File: config.mk
export PLATFORM = sky130hd
export DESIGN_NAME = pps_port_select
export DESIGN_NICKNAME = d
export VERILOG_FILES = /design/src/hdl/pps_pkg.sv /design/src/hdl/pps_port_select.sv
export VERILOG_INCLUDE_DIRS = /design/src /design/src/hdl
export SDC_FILE = /design/constraint.sdc
export NUM_CORES = 1
export LEC_CHECK = 0
export BUFFER_PORTS_ARGS = -buffer_cell sky130_fd_sc_hd__buf_2
export CORE_ASPECT_RATIO = 1.4
export CORE_MARGIN = 5
export CORE_UTILIZATION = 35
export CTS_BUF_LIST = sky130_fd_sc_hd__clkbuf_8
export DETAILED_ROUTE_END_ITERATION = 10
export PLACE_DENSITY = 0.59
export SETUP_SLACK_MARGIN = 0.1
export SYNTH_ARGS = -nofsm -noshare
export SYNTH_HDL_FRONTEND = slang
export SYNTH_SLANG_ARGS = --single-unit
File: constraint.sdc
create_clock -name clk_in -period 3.5 [get_ports clk_in]
set_clock_uncertainty 0.15 [all_clocks]
set_input_delay 0 -clock clk_in [delete_from_list [all_inputs] [get_ports clk_in]]
set_output_delay 0 -clock clk_in [all_outputs]
set_load 0.005 [all_outputs]
File: src/hdl/pps_defines.svh
// Contract
// - Serial mode sends frame bits as NRZ data on one transmit data pin.
// - Serial carrier, collision and receive data ignored while nibble port selected.
// - Encoder supplies 10 MHz transmit clock; serial sending timed from it only.
// - Encoder supplies recovered 10 MHz receive clock; used only for serial reception.
// - Loopback pin follows transmit control bit 1 regardless of port.
// - Active-low link input shows as link status bit 14, any port.
// - Full-step pin low is inverse of configuration bit 10, held level.
// - Port select pin follows configuration bit 15; high means nibble port.
// - Attachment-unit select pin follows configuration bit 8, any port.
// - Fast transmit enable envelopes nibble sends; low while serial port selected.
// - Nibble carrier sense drives deferral; ignored while serial port selected.
// - Receive data valid frames nibble reception; ignored while serial port selected.
// - Nibble collision input is the collision signal; ignored in serial mode.
// - Outgoing data leaves one nibble at a time on four data pins.
// - PHY supplies nibble transmit clock; nibble sending timed from it only.
// - PHY supplies nibble receive clock; nibbles sampled on it only.
// - Received nibbles taken from four data pins; ignored in serial mode.
// - Management traffic uses separate data output and data input pins.
// - Serial transmit enable stays low while nibble port is selected.
// - Receive code error discards frame as bad CRC; ignored in serial mode.
`ifndef PPS_DEFINES_SVH
`define PPS_DEFINES_SVH

`define PPS_ADDR_W 8
`define PPS_OFS_CONFIG 8'h00
`define PPS_OFS_TX_CTRL 8'h04
`define PPS_OFS_PHY_STATUS 8'h08
`define PPS_OFS_RX_STATUS 8'h0C
`define PPS_OFS_MGMT 8'h10

`define PPS_CFG_PORT_SEL 15
`define PPS_CFG_FULL_STEP 10
`define PPS_CFG_ATTACH_SEL 8
`define PPS_TCR_LOOP 1
`define PPS_PHY_LINK 14
`define PPS_RXS_BAD_CRC 13
`define PPS_MGMT_OUT 0
`define PPS_MGMT_IN 1

`define PPS_RST_CONFIG 16'h0000
`define PPS_RST_TX_CTRL 16'h0000
`define PPS_RST_MGMT 16'h0000
`define PPS_RST_SYNC 17'h0063C

`define PPS_SYNC_W 17
`define PPS_SER_LAST 2'h3

`endif

File: src/hdl/pps_pkg.sv
package pps_pkg;

  typedef enum logic {
    PPS_TX_IDLE,
    PPS_TX_SEND
  } pps_tx_state_e;

  typedef logic [15:0] pps_reg_t;

endpackage : pps_pkg

File: src/hdl/pps_port_select.sv
`timescale 1ns/10ps
`include "pps_defines.svh"

module pps_port_select (
  // Clock and reset
  input wire logic clk_in,
  input wire logic reset_n_in,
  // Register port
  input wire logic [`PPS_ADDR_W-1:0] reg_addr_in,
  input wire logic [15:0] reg_wdata_in,
  input wire logic reg_wr_in,
  input wire logic reg_rd_in,
  output logic [15:0] reg_rdata_out,
  // Transmit nibble stream from the MAC
  input wire logic tx_valid_in,
  input wire logic [3:0] tx_nibble_in,
  input wire logic tx_last_in,
  output logic tx_ready_out,
  // Receive nibble stream to the MAC
  output logic rx_valid_out,
  output logic [3:0] rx_nibble_out,
  output logic rx_end_out,
  output logic rx_bad_out,
  // Medium state toward the MAC
  output logic carrier_out,
  output logic collision_out,
  // Serial encoder port
  output logic endec_tx_data_out,
  output logic endec_tx_enable_out,
  input wire logic endec_carrier_sense_in,
  input wire logic endec_collision_in,
  input wire logic endec_rx_data_in,
  input wire logic endec_tx_clock_in,
  input wire logic endec_rx_clock_in,
  // Straps and status pins
  output logic loopback_out,
  input wire logic link_status_in_n,
  output logic full_step_out_n,
  output logic nibble_port_select_out,
  output logic attach_unit_select_out,
  // Nibble port
  output logic fast_tx_enable_out,
  output logic [3:0] nibble_tx_data_out,
  input wire logic fast_carrier_sense_in,
  input wire logic fast_rx_valid_in,
  input wire logic fast_rx_error_in,
  input wire logic fast_collision_in,
  input wire logic nibble_tx_clock_in,
  input wire logic nibble_rx_clock_in,
  input wire logic [3:0] nibble_rx_data_in,
  // Management data pair
  output logic mgmt_data_out,
  input wire logic mgmt_data_in
);

  pps_pkg::pps_reg_t config_r;
  pps_pkg::pps_reg_t tx_ctrl_r;
  pps_pkg::pps_reg_t mgmt_r;
  logic bad_crc_r;
  logic [15:0] rdata_r;

  logic [`PPS_SYNC_W-1:0] raw_pins;
  logic [`PPS_SYNC_W-1:0] meta_r;
  logic [`PPS_SYNC_W-1:0] sync_r;
  logic [3:0] clk_prev_r;

  logic sel;
  logic sel_prev_r;
  logic s_endec_crs, s_endec_col, s_endec_rxd, s_endec_txc, s_endec_rxc;
  logic s_link_n, s_fast_crs, s_fast_dv, s_fast_col, s_nib_txc, s_nib_rxc;
  logic s_fast_er, s_mdi;
  logic [3:0] s_nib_rxd;
  logic endec_txc_rise, endec_rxc_rise, nib_txc_rise, nib_rxc_rise;

  pps_pkg::pps_tx_state_e tx_state_r;
  logic tx_last_r;
  logic [3:0] tx_shift_r;
  logic [1:0] tx_bit_r;
  logic endec_txd_r;
  logic endec_en_r;
  logic fast_en_r;
  logic [3:0] nib_txd_r;
  logic tx_edge, tx_slot, tx_take;

  logic rx_edge, rx_frame;
  logic rx_active_r;
  logic rx_err_r;
  logic [3:0] rx_shift_r;
  logic [1:0] rx_bit_r;
  logic rx_valid_r;
  logic [3:0] rx_nibble_r;
  logic rx_end_r;
  logic rx_bad_r;
  logic carrier_r;
  logic collision_r;

  function automatic logic hit(input logic [`PPS_ADDR_W-1:0] a,
                               input logic [`PPS_ADDR_W-1:0] ofs);
    hit = (a == ofs);
  endfunction : hit

  // Every pin from the link side passes two flops before use
  assign raw_pins = {nibble_rx_data_in, mgmt_data_in, fast_rx_error_in,
                     nibble_rx_clock_in, nibble_tx_clock_in,
                     fast_collision_in, fast_rx_valid_in,
                     fast_carrier_sense_in, link_status_in_n,
                     endec_rx_clock_in, endec_tx_clock_in,
                     endec_rx_data_in, endec_collision_in,
                     endec_carrier_sense_in};

  // Start at the pulled-up idle levels so no false clock edge follows reset
  localparam logic [`PPS_SYNC_W-1:0] sync_idle = `PPS_RST_SYNC;
  genvar g;
  generate
    for (g = 0; g < `PPS_SYNC_W; g = g + 1) begin : g_sync
      always_ff @(posedge clk_in) begin
        if (!reset_n_in) begin
          meta_r[g] <= sync_idle[g];
          sync_r[g] <= sync_idle[g];
        end else begin
          meta_r[g] <= raw_pins[g];
          sync_r[g] <= meta_r[g];
        end
      end
    end
  endgenerate

  assign s_endec_crs = sync_r[0];
  assign s_endec_col = sync_r[1];
  assign s_endec_rxd = sync_r[2];
  assign s_endec_txc = sync_r[3];
  assign s_endec_rxc = sync_r[4];
  assign s_link_n = sync_r[5];
  assign s_fast_crs = sync_r[6];
  assign s_fast_dv = sync_r[7];
  assign s_fast_col = sync_r[8];
  assign s_nib_txc = sync_r[9];
  assign s_nib_rxc = sync_r[10];
  assign s_fast_er = sync_r[11];
  assign s_mdi = sync_r[12];
  assign s_nib_rxd = sync_r[16:13];

  // Edge finders on the resynchronised link clocks
  always_ff @(posedge clk_in) begin
    if (!reset_n_in) begin
      clk_prev_r <= 4'hF;
      sel_prev_r <= 1'b0;
    end else begin
      clk_prev_r <= {s_nib_rxc, s_nib_txc, s_endec_rxc, s_endec_txc};
      sel_prev_r <= sel;
    end
  end

  assign sel = config_r[`PPS_CFG_PORT_SEL];
  // Each clock only counts while its own port is selected
  assign endec_txc_rise = !sel && s_endec_txc && !clk_prev_r[0];
  assign endec_rxc_rise = !sel && s_endec_rxc && !clk_prev_r[1];
  assign nib_txc_rise = sel && s_nib_txc && !clk_prev_r[2];
  assign nib_rxc_rise = sel && s_nib_rxc && !clk_prev_r[3];

  // Register writes
  always_ff @(posedge clk_in) begin
    if (!reset_n_in) begin
      config_r <= `PPS_RST_CONFIG;
      tx_ctrl_r <= `PPS_RST_TX_CTRL;
      mgmt_r <= `PPS_RST_MGMT;
    end else if (reg_wr_in) begin
      if (hit(reg_addr_in, `PPS_OFS_CONFIG)) begin
        config_r <= reg_wdata_in;
      end
      if (hit(reg_addr_in, `PPS_OFS_TX_CTRL)) begin
        tx_ctrl_r <= reg_wdata_in;
      end
      if (hit(reg_addr_in, `PPS_OFS_MGMT)) begin
        mgmt_r <= reg_wdata_in;
      end
    end
  end

  // Bad-frame flag: write one to clear, a new error wins over the clear
  always_ff @(posedge clk_in) begin
    if (!reset_n_in) begin
      bad_crc_r <= 1'b0;
    end else if (rx_end_r && rx_bad_r) begin
      bad_crc_r <= 1'b1;
    end else if (reg_wr_in && hit(reg_addr_in, `PPS_OFS_RX_STATUS) &&
                 reg_wdata_in[`PPS_RXS_BAD_CRC]) begin
      bad_crc_r <= 1'b0;
    end
  end

  // Register reads, data one cycle after the strobe; unmapped reads zero
  always_ff @(posedge clk_in) begin
    if (!reset_n_in) begin
      rdata_r <= 16'h0000;
    end else if (reg_rd_in) begin
      rdata_r <= 16'h0000;
      if (hit(reg_addr_in, `PPS_OFS_CONFIG)) begin
        rdata_r <= config_r;
      end
      if (hit(reg_addr_in, `PPS_OFS_TX_CTRL)) begin
        rdata_r <= tx_ctrl_r;
      end
      if (hit(reg_addr_in, `PPS_OFS_PHY_STATUS)) begin
        rdata_r[`PPS_PHY_LINK] <= !s_link_n;
      end
      if (hit(reg_addr_in, `PPS_OFS_RX_STATUS)) begin
        rdata_r[`PPS_RXS_BAD_CRC] <= bad_crc_r;
      end
      if (hit(reg_addr_in, `PPS_OFS_MGMT)) begin
        rdata_r[`PPS_MGMT_OUT] <= mgmt_r[`PPS_MGMT_OUT];
        rdata_r[`PPS_MGMT_IN] <= s_mdi;
      end
    end else begin
      rdata_r <= 16'h0000;
    end
  end

  assign reg_rdata_out = rdata_r;

  // Pins driven straight from control bits
  assign loopback_out = tx_ctrl_r[`PPS_TCR_LOOP];
  assign full_step_out_n = !config_r[`PPS_CFG_FULL_STEP];
  assign nibble_port_select_out = config_r[`PPS_CFG_PORT_SEL];
  assign attach_unit_select_out = config_r[`PPS_CFG_ATTACH_SEL];
  assign mgmt_data_out = mgmt_r[`PPS_MGMT_OUT];

  // Transmit: a slot opens on each nibble clock edge, or every fourth
  // serial clock edge once the shifter has emptied
  assign tx_edge = sel ? nib_txc_rise : endec_txc_rise;
  assign tx_slot = tx_edge &&
                   (sel || tx_state_r == pps_pkg::PPS_TX_IDLE ||
                    tx_bit_r == `PPS_SER_LAST);
  assign tx_take = tx_slot &&
                   !(tx_state_r == pps_pkg::PPS_TX_SEND && tx_last_r);
  assign tx_ready_out = tx_take;

  always_ff @(posedge clk_in) begin
    if (!reset_n_in) begin
      tx_state_r <= pps_pkg::PPS_TX_IDLE;
      tx_last_r <= 1'b0;
    // A port change abandons the frame in flight
    end else if (sel != sel_prev_r || tx_slot) begin
      if (tx_take && tx_valid_in) begin
        tx_state_r <= pps_pkg::PPS_TX_SEND;
        tx_last_r <= tx_last_in;
      end else begin
        tx_state_r <= pps_pkg::PPS_TX_IDLE;
        tx_last_r <= 1'b0;
      end
    end
  end

  // Nibble port transmit path
  always_ff @(posedge clk_in) begin
    if (!reset_n_in) begin
      fast_en_r <= 1'b0;
      nib_txd_r <= 4'h0;
    end else if (!sel) begin
      fast_en_r <= 1'b0;
    end else if (tx_slot) begin
      fast_en_r <= tx_take && tx_valid_in;
      if (tx_take && tx_valid_in) begin
        nib_txd_r <= tx_nibble_in;
      end
    end
  end

  assign fast_tx_enable_out = fast_en_r;
  assign nibble_tx_data_out = nib_txd_r;

  // Serial transmit path, bit 0 of each nibble first
  always_ff @(posedge clk_in) begin
    if (!reset_n_in) begin
      endec_en_r <= 1'b0;
      endec_txd_r <= 1'b0;
      tx_shift_r <= 4'h0;
      tx_bit_r <= 2'h0;
    end else if (sel) begin
      endec_en_r <= 1'b0;
      endec_txd_r <= 1'b0;
      tx_bit_r <= 2'h0;
    end else if (tx_slot) begin
      tx_bit_r <= 2'h0;
      endec_en_r <= tx_take && tx_valid_in;
      if (tx_take && tx_valid_in) begin
        tx_shift_r <= {1'b0, tx_nibble_in[3:1]};
        endec_txd_r <= tx_nibble_in[0];
      end else begin
        endec_txd_r <= 1'b0;
      end
    end else if (endec_txc_rise && tx_state_r == pps_pkg::PPS_TX_SEND) begin
      endec_txd_r <= tx_shift_r[0];
      tx_shift_r <= {1'b0, tx_shift_r[3:1]};
      tx_bit_r <= tx_bit_r + 2'h1;
    end
  end

  assign endec_tx_data_out = endec_txd_r;
  assign endec_tx_enable_out = endec_en_r;

  // Receive: the unselected port's inputs never reach the frame logic
  assign rx_edge = sel ? nib_rxc_rise : endec_rxc_rise;
  assign rx_frame = sel ? s_fast_dv : s_endec_crs;

  always_ff @(posedge clk_in) begin
    if (!reset_n_in) begin
      rx_active_r <= 1'b0;
      rx_err_r <= 1'b0;
      rx_shift_r <= 4'h0;
      rx_bit_r <= 2'h0;
      rx_valid_r <= 1'b0;
      rx_nibble_r <= 4'h0;
      rx_end_r <= 1'b0;
      rx_bad_r <= 1'b0;
    end else begin
      rx_valid_r <= 1'b0;
      rx_end_r <= 1'b0;
      if (rx_edge && rx_frame) begin
        rx_active_r <= 1'b1;
        if (sel) begin
          rx_nibble_r <= s_nib_rxd;
          rx_valid_r <= 1'b1;
          if (s_fast_er) begin
            rx_err_r <= 1'b1;
          end
        end else begin
          rx_shift_r <= {s_endec_rxd, rx_shift_r[3:1]};
          rx_bit_r <= rx_bit_r + 2'h1;
          if (rx_bit_r == `PPS_SER_LAST) begin
            rx_nibble_r <= {s_endec_rxd, rx_shift_r[3:1]};
            rx_valid_r <= 1'b1;
          end
        end
      end else if (rx_edge && rx_active_r) begin
        // Frame closes on the first clock edge without its envelope
        rx_active_r <= 1'b0;
        rx_end_r <= 1'b1;
        rx_bad_r <= rx_err_r;
        rx_err_r <= 1'b0;
        rx_bit_r <= 2'h0;
      end
    end
  end

  assign rx_valid_out = rx_valid_r;
  assign rx_nibble_out = rx_nibble_r;
  assign rx_end_out = rx_end_r;
  assign rx_bad_out = rx_bad_r;

  // Medium state for deferral, backoff and collision handling
  always_ff @(posedge clk_in) begin
    if (!reset_n_in) begin
      carrier_r <= 1'b0;
      collision_r <= 1'b0;
    end else begin
      carrier_r <= sel ? s_fast_crs : s_endec_crs;
      collision_r <= sel ? s_fast_col : s_endec_col;
    end
  end

  assign carrier_out = carrier_r;
  assign collision_out = collision_r;

endmodule : pps_port_select

==> reports/qor.csv <==
metric;value;unit
timing.rr.start;config_r[15];
critPathRequiredTime;3.35;ns
reg2reg_depth;3;
drt-pass1-iter-count;4;
yosysTopAreaCellShare;53.2;%
grt_overflow_total;0;
ys_types;47;
whs;0.0400;ns
final_max_slew_viol_count;0;
worstHoldPathType;input pin to flop;
synth_area_leaders;dfxtp_1 53%, mux2i_1 14%, nand2_1 6.2%;
grt_max_degree;50;
tightest_slew;1.14;ns
area.sequential;2380;um^2
grt_first_pass_wirelength;16700;um
drive_gt1_share;22.5;%
rsz0062_at_grt;no;
yosysSeqAreaShare;53.2;%
fin_cells;753;
worstSetupStartpoint;config_r[15];
dpl.hpwl;6730;um
port_buffers;88;
clock_path_buffers;2;
die_h;144;um
numCtsBuffers;17;
fin_tns_setup;0;ns
routed-via-count;3529;
detail-route-antenna-nets;0;
slew_headroom;23.0;%
netlist_area;4470;um^2
insertion_delay;0.41;ns
min_period;2.51;ns
multi_input_area;1950;um^2
worst_slack;0.988;ns
place_inst;662;
wire_per_inst;13.3;um
place_congestion;0.831;
cts_tree;built;
maxCapViolations;0;
path_class;flop to primary output;
synth_nets;498;
syn_avg_cell_area;10.1;um^2
max-vdd-ir-drop;0.410;mV
critical_path.endpoint;tx_ready_out;
outcome;completed;
start_util;35.3;%
ys_warn_count;0;
fmax;398;MHz
path_clk_slew;0.07;ns
synth_top_area_cell;dfxtp_1;
post-route-util;48.1;%
grt_pass1_vias;3657;
fillCellCount;1191;
n_antenna_cell;0;
worst-path-max-fanout;25;
die_w;106;um
netlist_instances;445;
clockRootBuffer;clkbuf_8;
crit_arrival;2.36;ns
r2r_slack;1.42;ns
setup_viol;0;
synth_flop_cell;dfxtp_1;
nets;640;
end_kind;primary output;
drc;0;
cts.sinks;119;
synth-seq-cells;119;
grtUsageTotal;13.8;%
first_iter_violations;172;
wirelength;10000;um
io-pin-count;89;
syn2layout_area_growth;36.4;%
die-area;15200;um^2
synth_edf_count;0;
core-area;12700;um^2
fin_crit_sh;71.8;%
preCtsSetupSlack;1.40;ns
finalHoldViolations;0;
r2r-end;rx_nibble_out[0];
p_per_area;510;nW/um^2
antenna_found_initial;0;
h-tree-depth;4;
leakage;2.80;nW
rows;49;
start_kind;flop;
async_flop_share;0;%
viasPerCell;4.69;
==> per-stage QoR <==
step	total power, mW	cell area (um^2)
global route	3.24	6100
floorplan	1.49	4470
finish	3.11	6100
global placement	1.53	5000
CTS	3.15	6100
detailed placement	1.54	5000
==> worst max-delay path: stages (launching register included) <==
cell and delay (ns):
dfxtp_1 0.89, nand3b_1 0.37, a21oi_2 0.35, a21boi_0 0.20, buf_2 0.14
==> timing repair <==
action                                 CTS  global route
endpoints found under the hold margin   66             0
buffers inserted                         0             0
setup endpoints to repair                0             0
resized for setup                        0             0
hold buffers                            59             0
==> cell usage after synthesis (4+ instances only) <==
library cell,instances
nor2_1,23
inv_1,4
buf_2,5
and3b_1,4
mux2i_1,61
nand4_1,4
nand2_1,74
o21ai_0,7
mux2_2,5
nor3_1,4
a21oi_1,14
dfxtp_1,119
nand2b_1,20
nand3_1,13
and2_1,22
clkbuf_1,18
==> flip-flops by register name (all words and copies together), names as in the netlist, 2 cells and up <==
register and count:
clk_prev_r 4, config_r 16, meta_r 17, nibble_tx_data_out 4
reg_rdata_out 16, rx_bit_r 2, rx_nibble_out 4, rx_shift_r 3
s_nib_rxd 4, tx_bit_r 2, tx_ctrl_r 16, tx_shift_r 3
==> routing by layer <==
metal,track usage [%],routed length (um)
met1,14.8,4200
met2,24.8,5150
met3,4.58,464
met4,5.93,191
met5,0,0
==> worst min path at each step <==
stage,cells past startpoint,slack [ns],from,end
2_1_floorplan,1,-0.05,nibble_rx_clock_in,meta_r[10]
3_3_place_gp,2,0.03,nibble_rx_clock_in,meta_r[10]
3_5_place_dp,2,0.03,link_status_in_n,meta_r[5]
4_1_cts,3,0.02,reg_addr_in[2],reg_rdata_out[5]
5_1_grt,3,0.03,reg_addr_in[2],reg_rdata_out[7]
6_report,3,0.04,reg_addr_in[2],reg_rdata_out[5]
==> kinds of logic after synthesis <==
group | count (synthesis) | synth area share [%]
simple gates | 185 | 21.8
mux | 66 | 14.9
compound gates | 41 | 6.10
xor+xnor | 1 | 0.196
buf+inv | 31 | 3.24
flops | 119 | 53.2
fa+ha+maj | 2 | 0.559
==> cell type report <==
class,count,share of cell area [%]
clock buffer,19,4.29
sequential,119,39.0
multi-input combinational,295,31.9
inverter,4,0.246
timing repair buffer,150,17.3
tap,153,3.14
clock inverter,13,4.08
==> layout by cell type (no fill, tap or decap), drive strengths merged, types with 2 or more instances in the layout <==
cell and instances:
nor4 2, o22ai 2, and2 22, a21oi 15
nor2b 2, nand2 74, ha 2, buf 91
a21boi 2, and3b 4, or3b 3, nand2b 20
clkinvlp 2, dfxtp 119, clkinv 4, clkbuf 19
mux2i 61, o211ai 3, o31ai 2, dlygate4sd3 59
nor4bb 2, nor2 23, inv 4, nand3b 3
mux2 5, nand4 5, o21ai 7, o2111a 2
nand4b 2, nor3 4, nor3b 3, bufinv 7
nand3 14
==> where the power goes <==
| group | leakage (nW) | internal (mW) | switching [mW] |
|---|---|---|---|
| sequential | 0.967 | 1.38 | 0.00832 |
| clock | 0.252 | 1.03 | 0.531 |
| combinational | 1.58 | 0.0895 | 0.0762 |
| total | 2.80 | 2.49 | 0.616 |
Note: power is estimated with default switching activity, not from simulation.
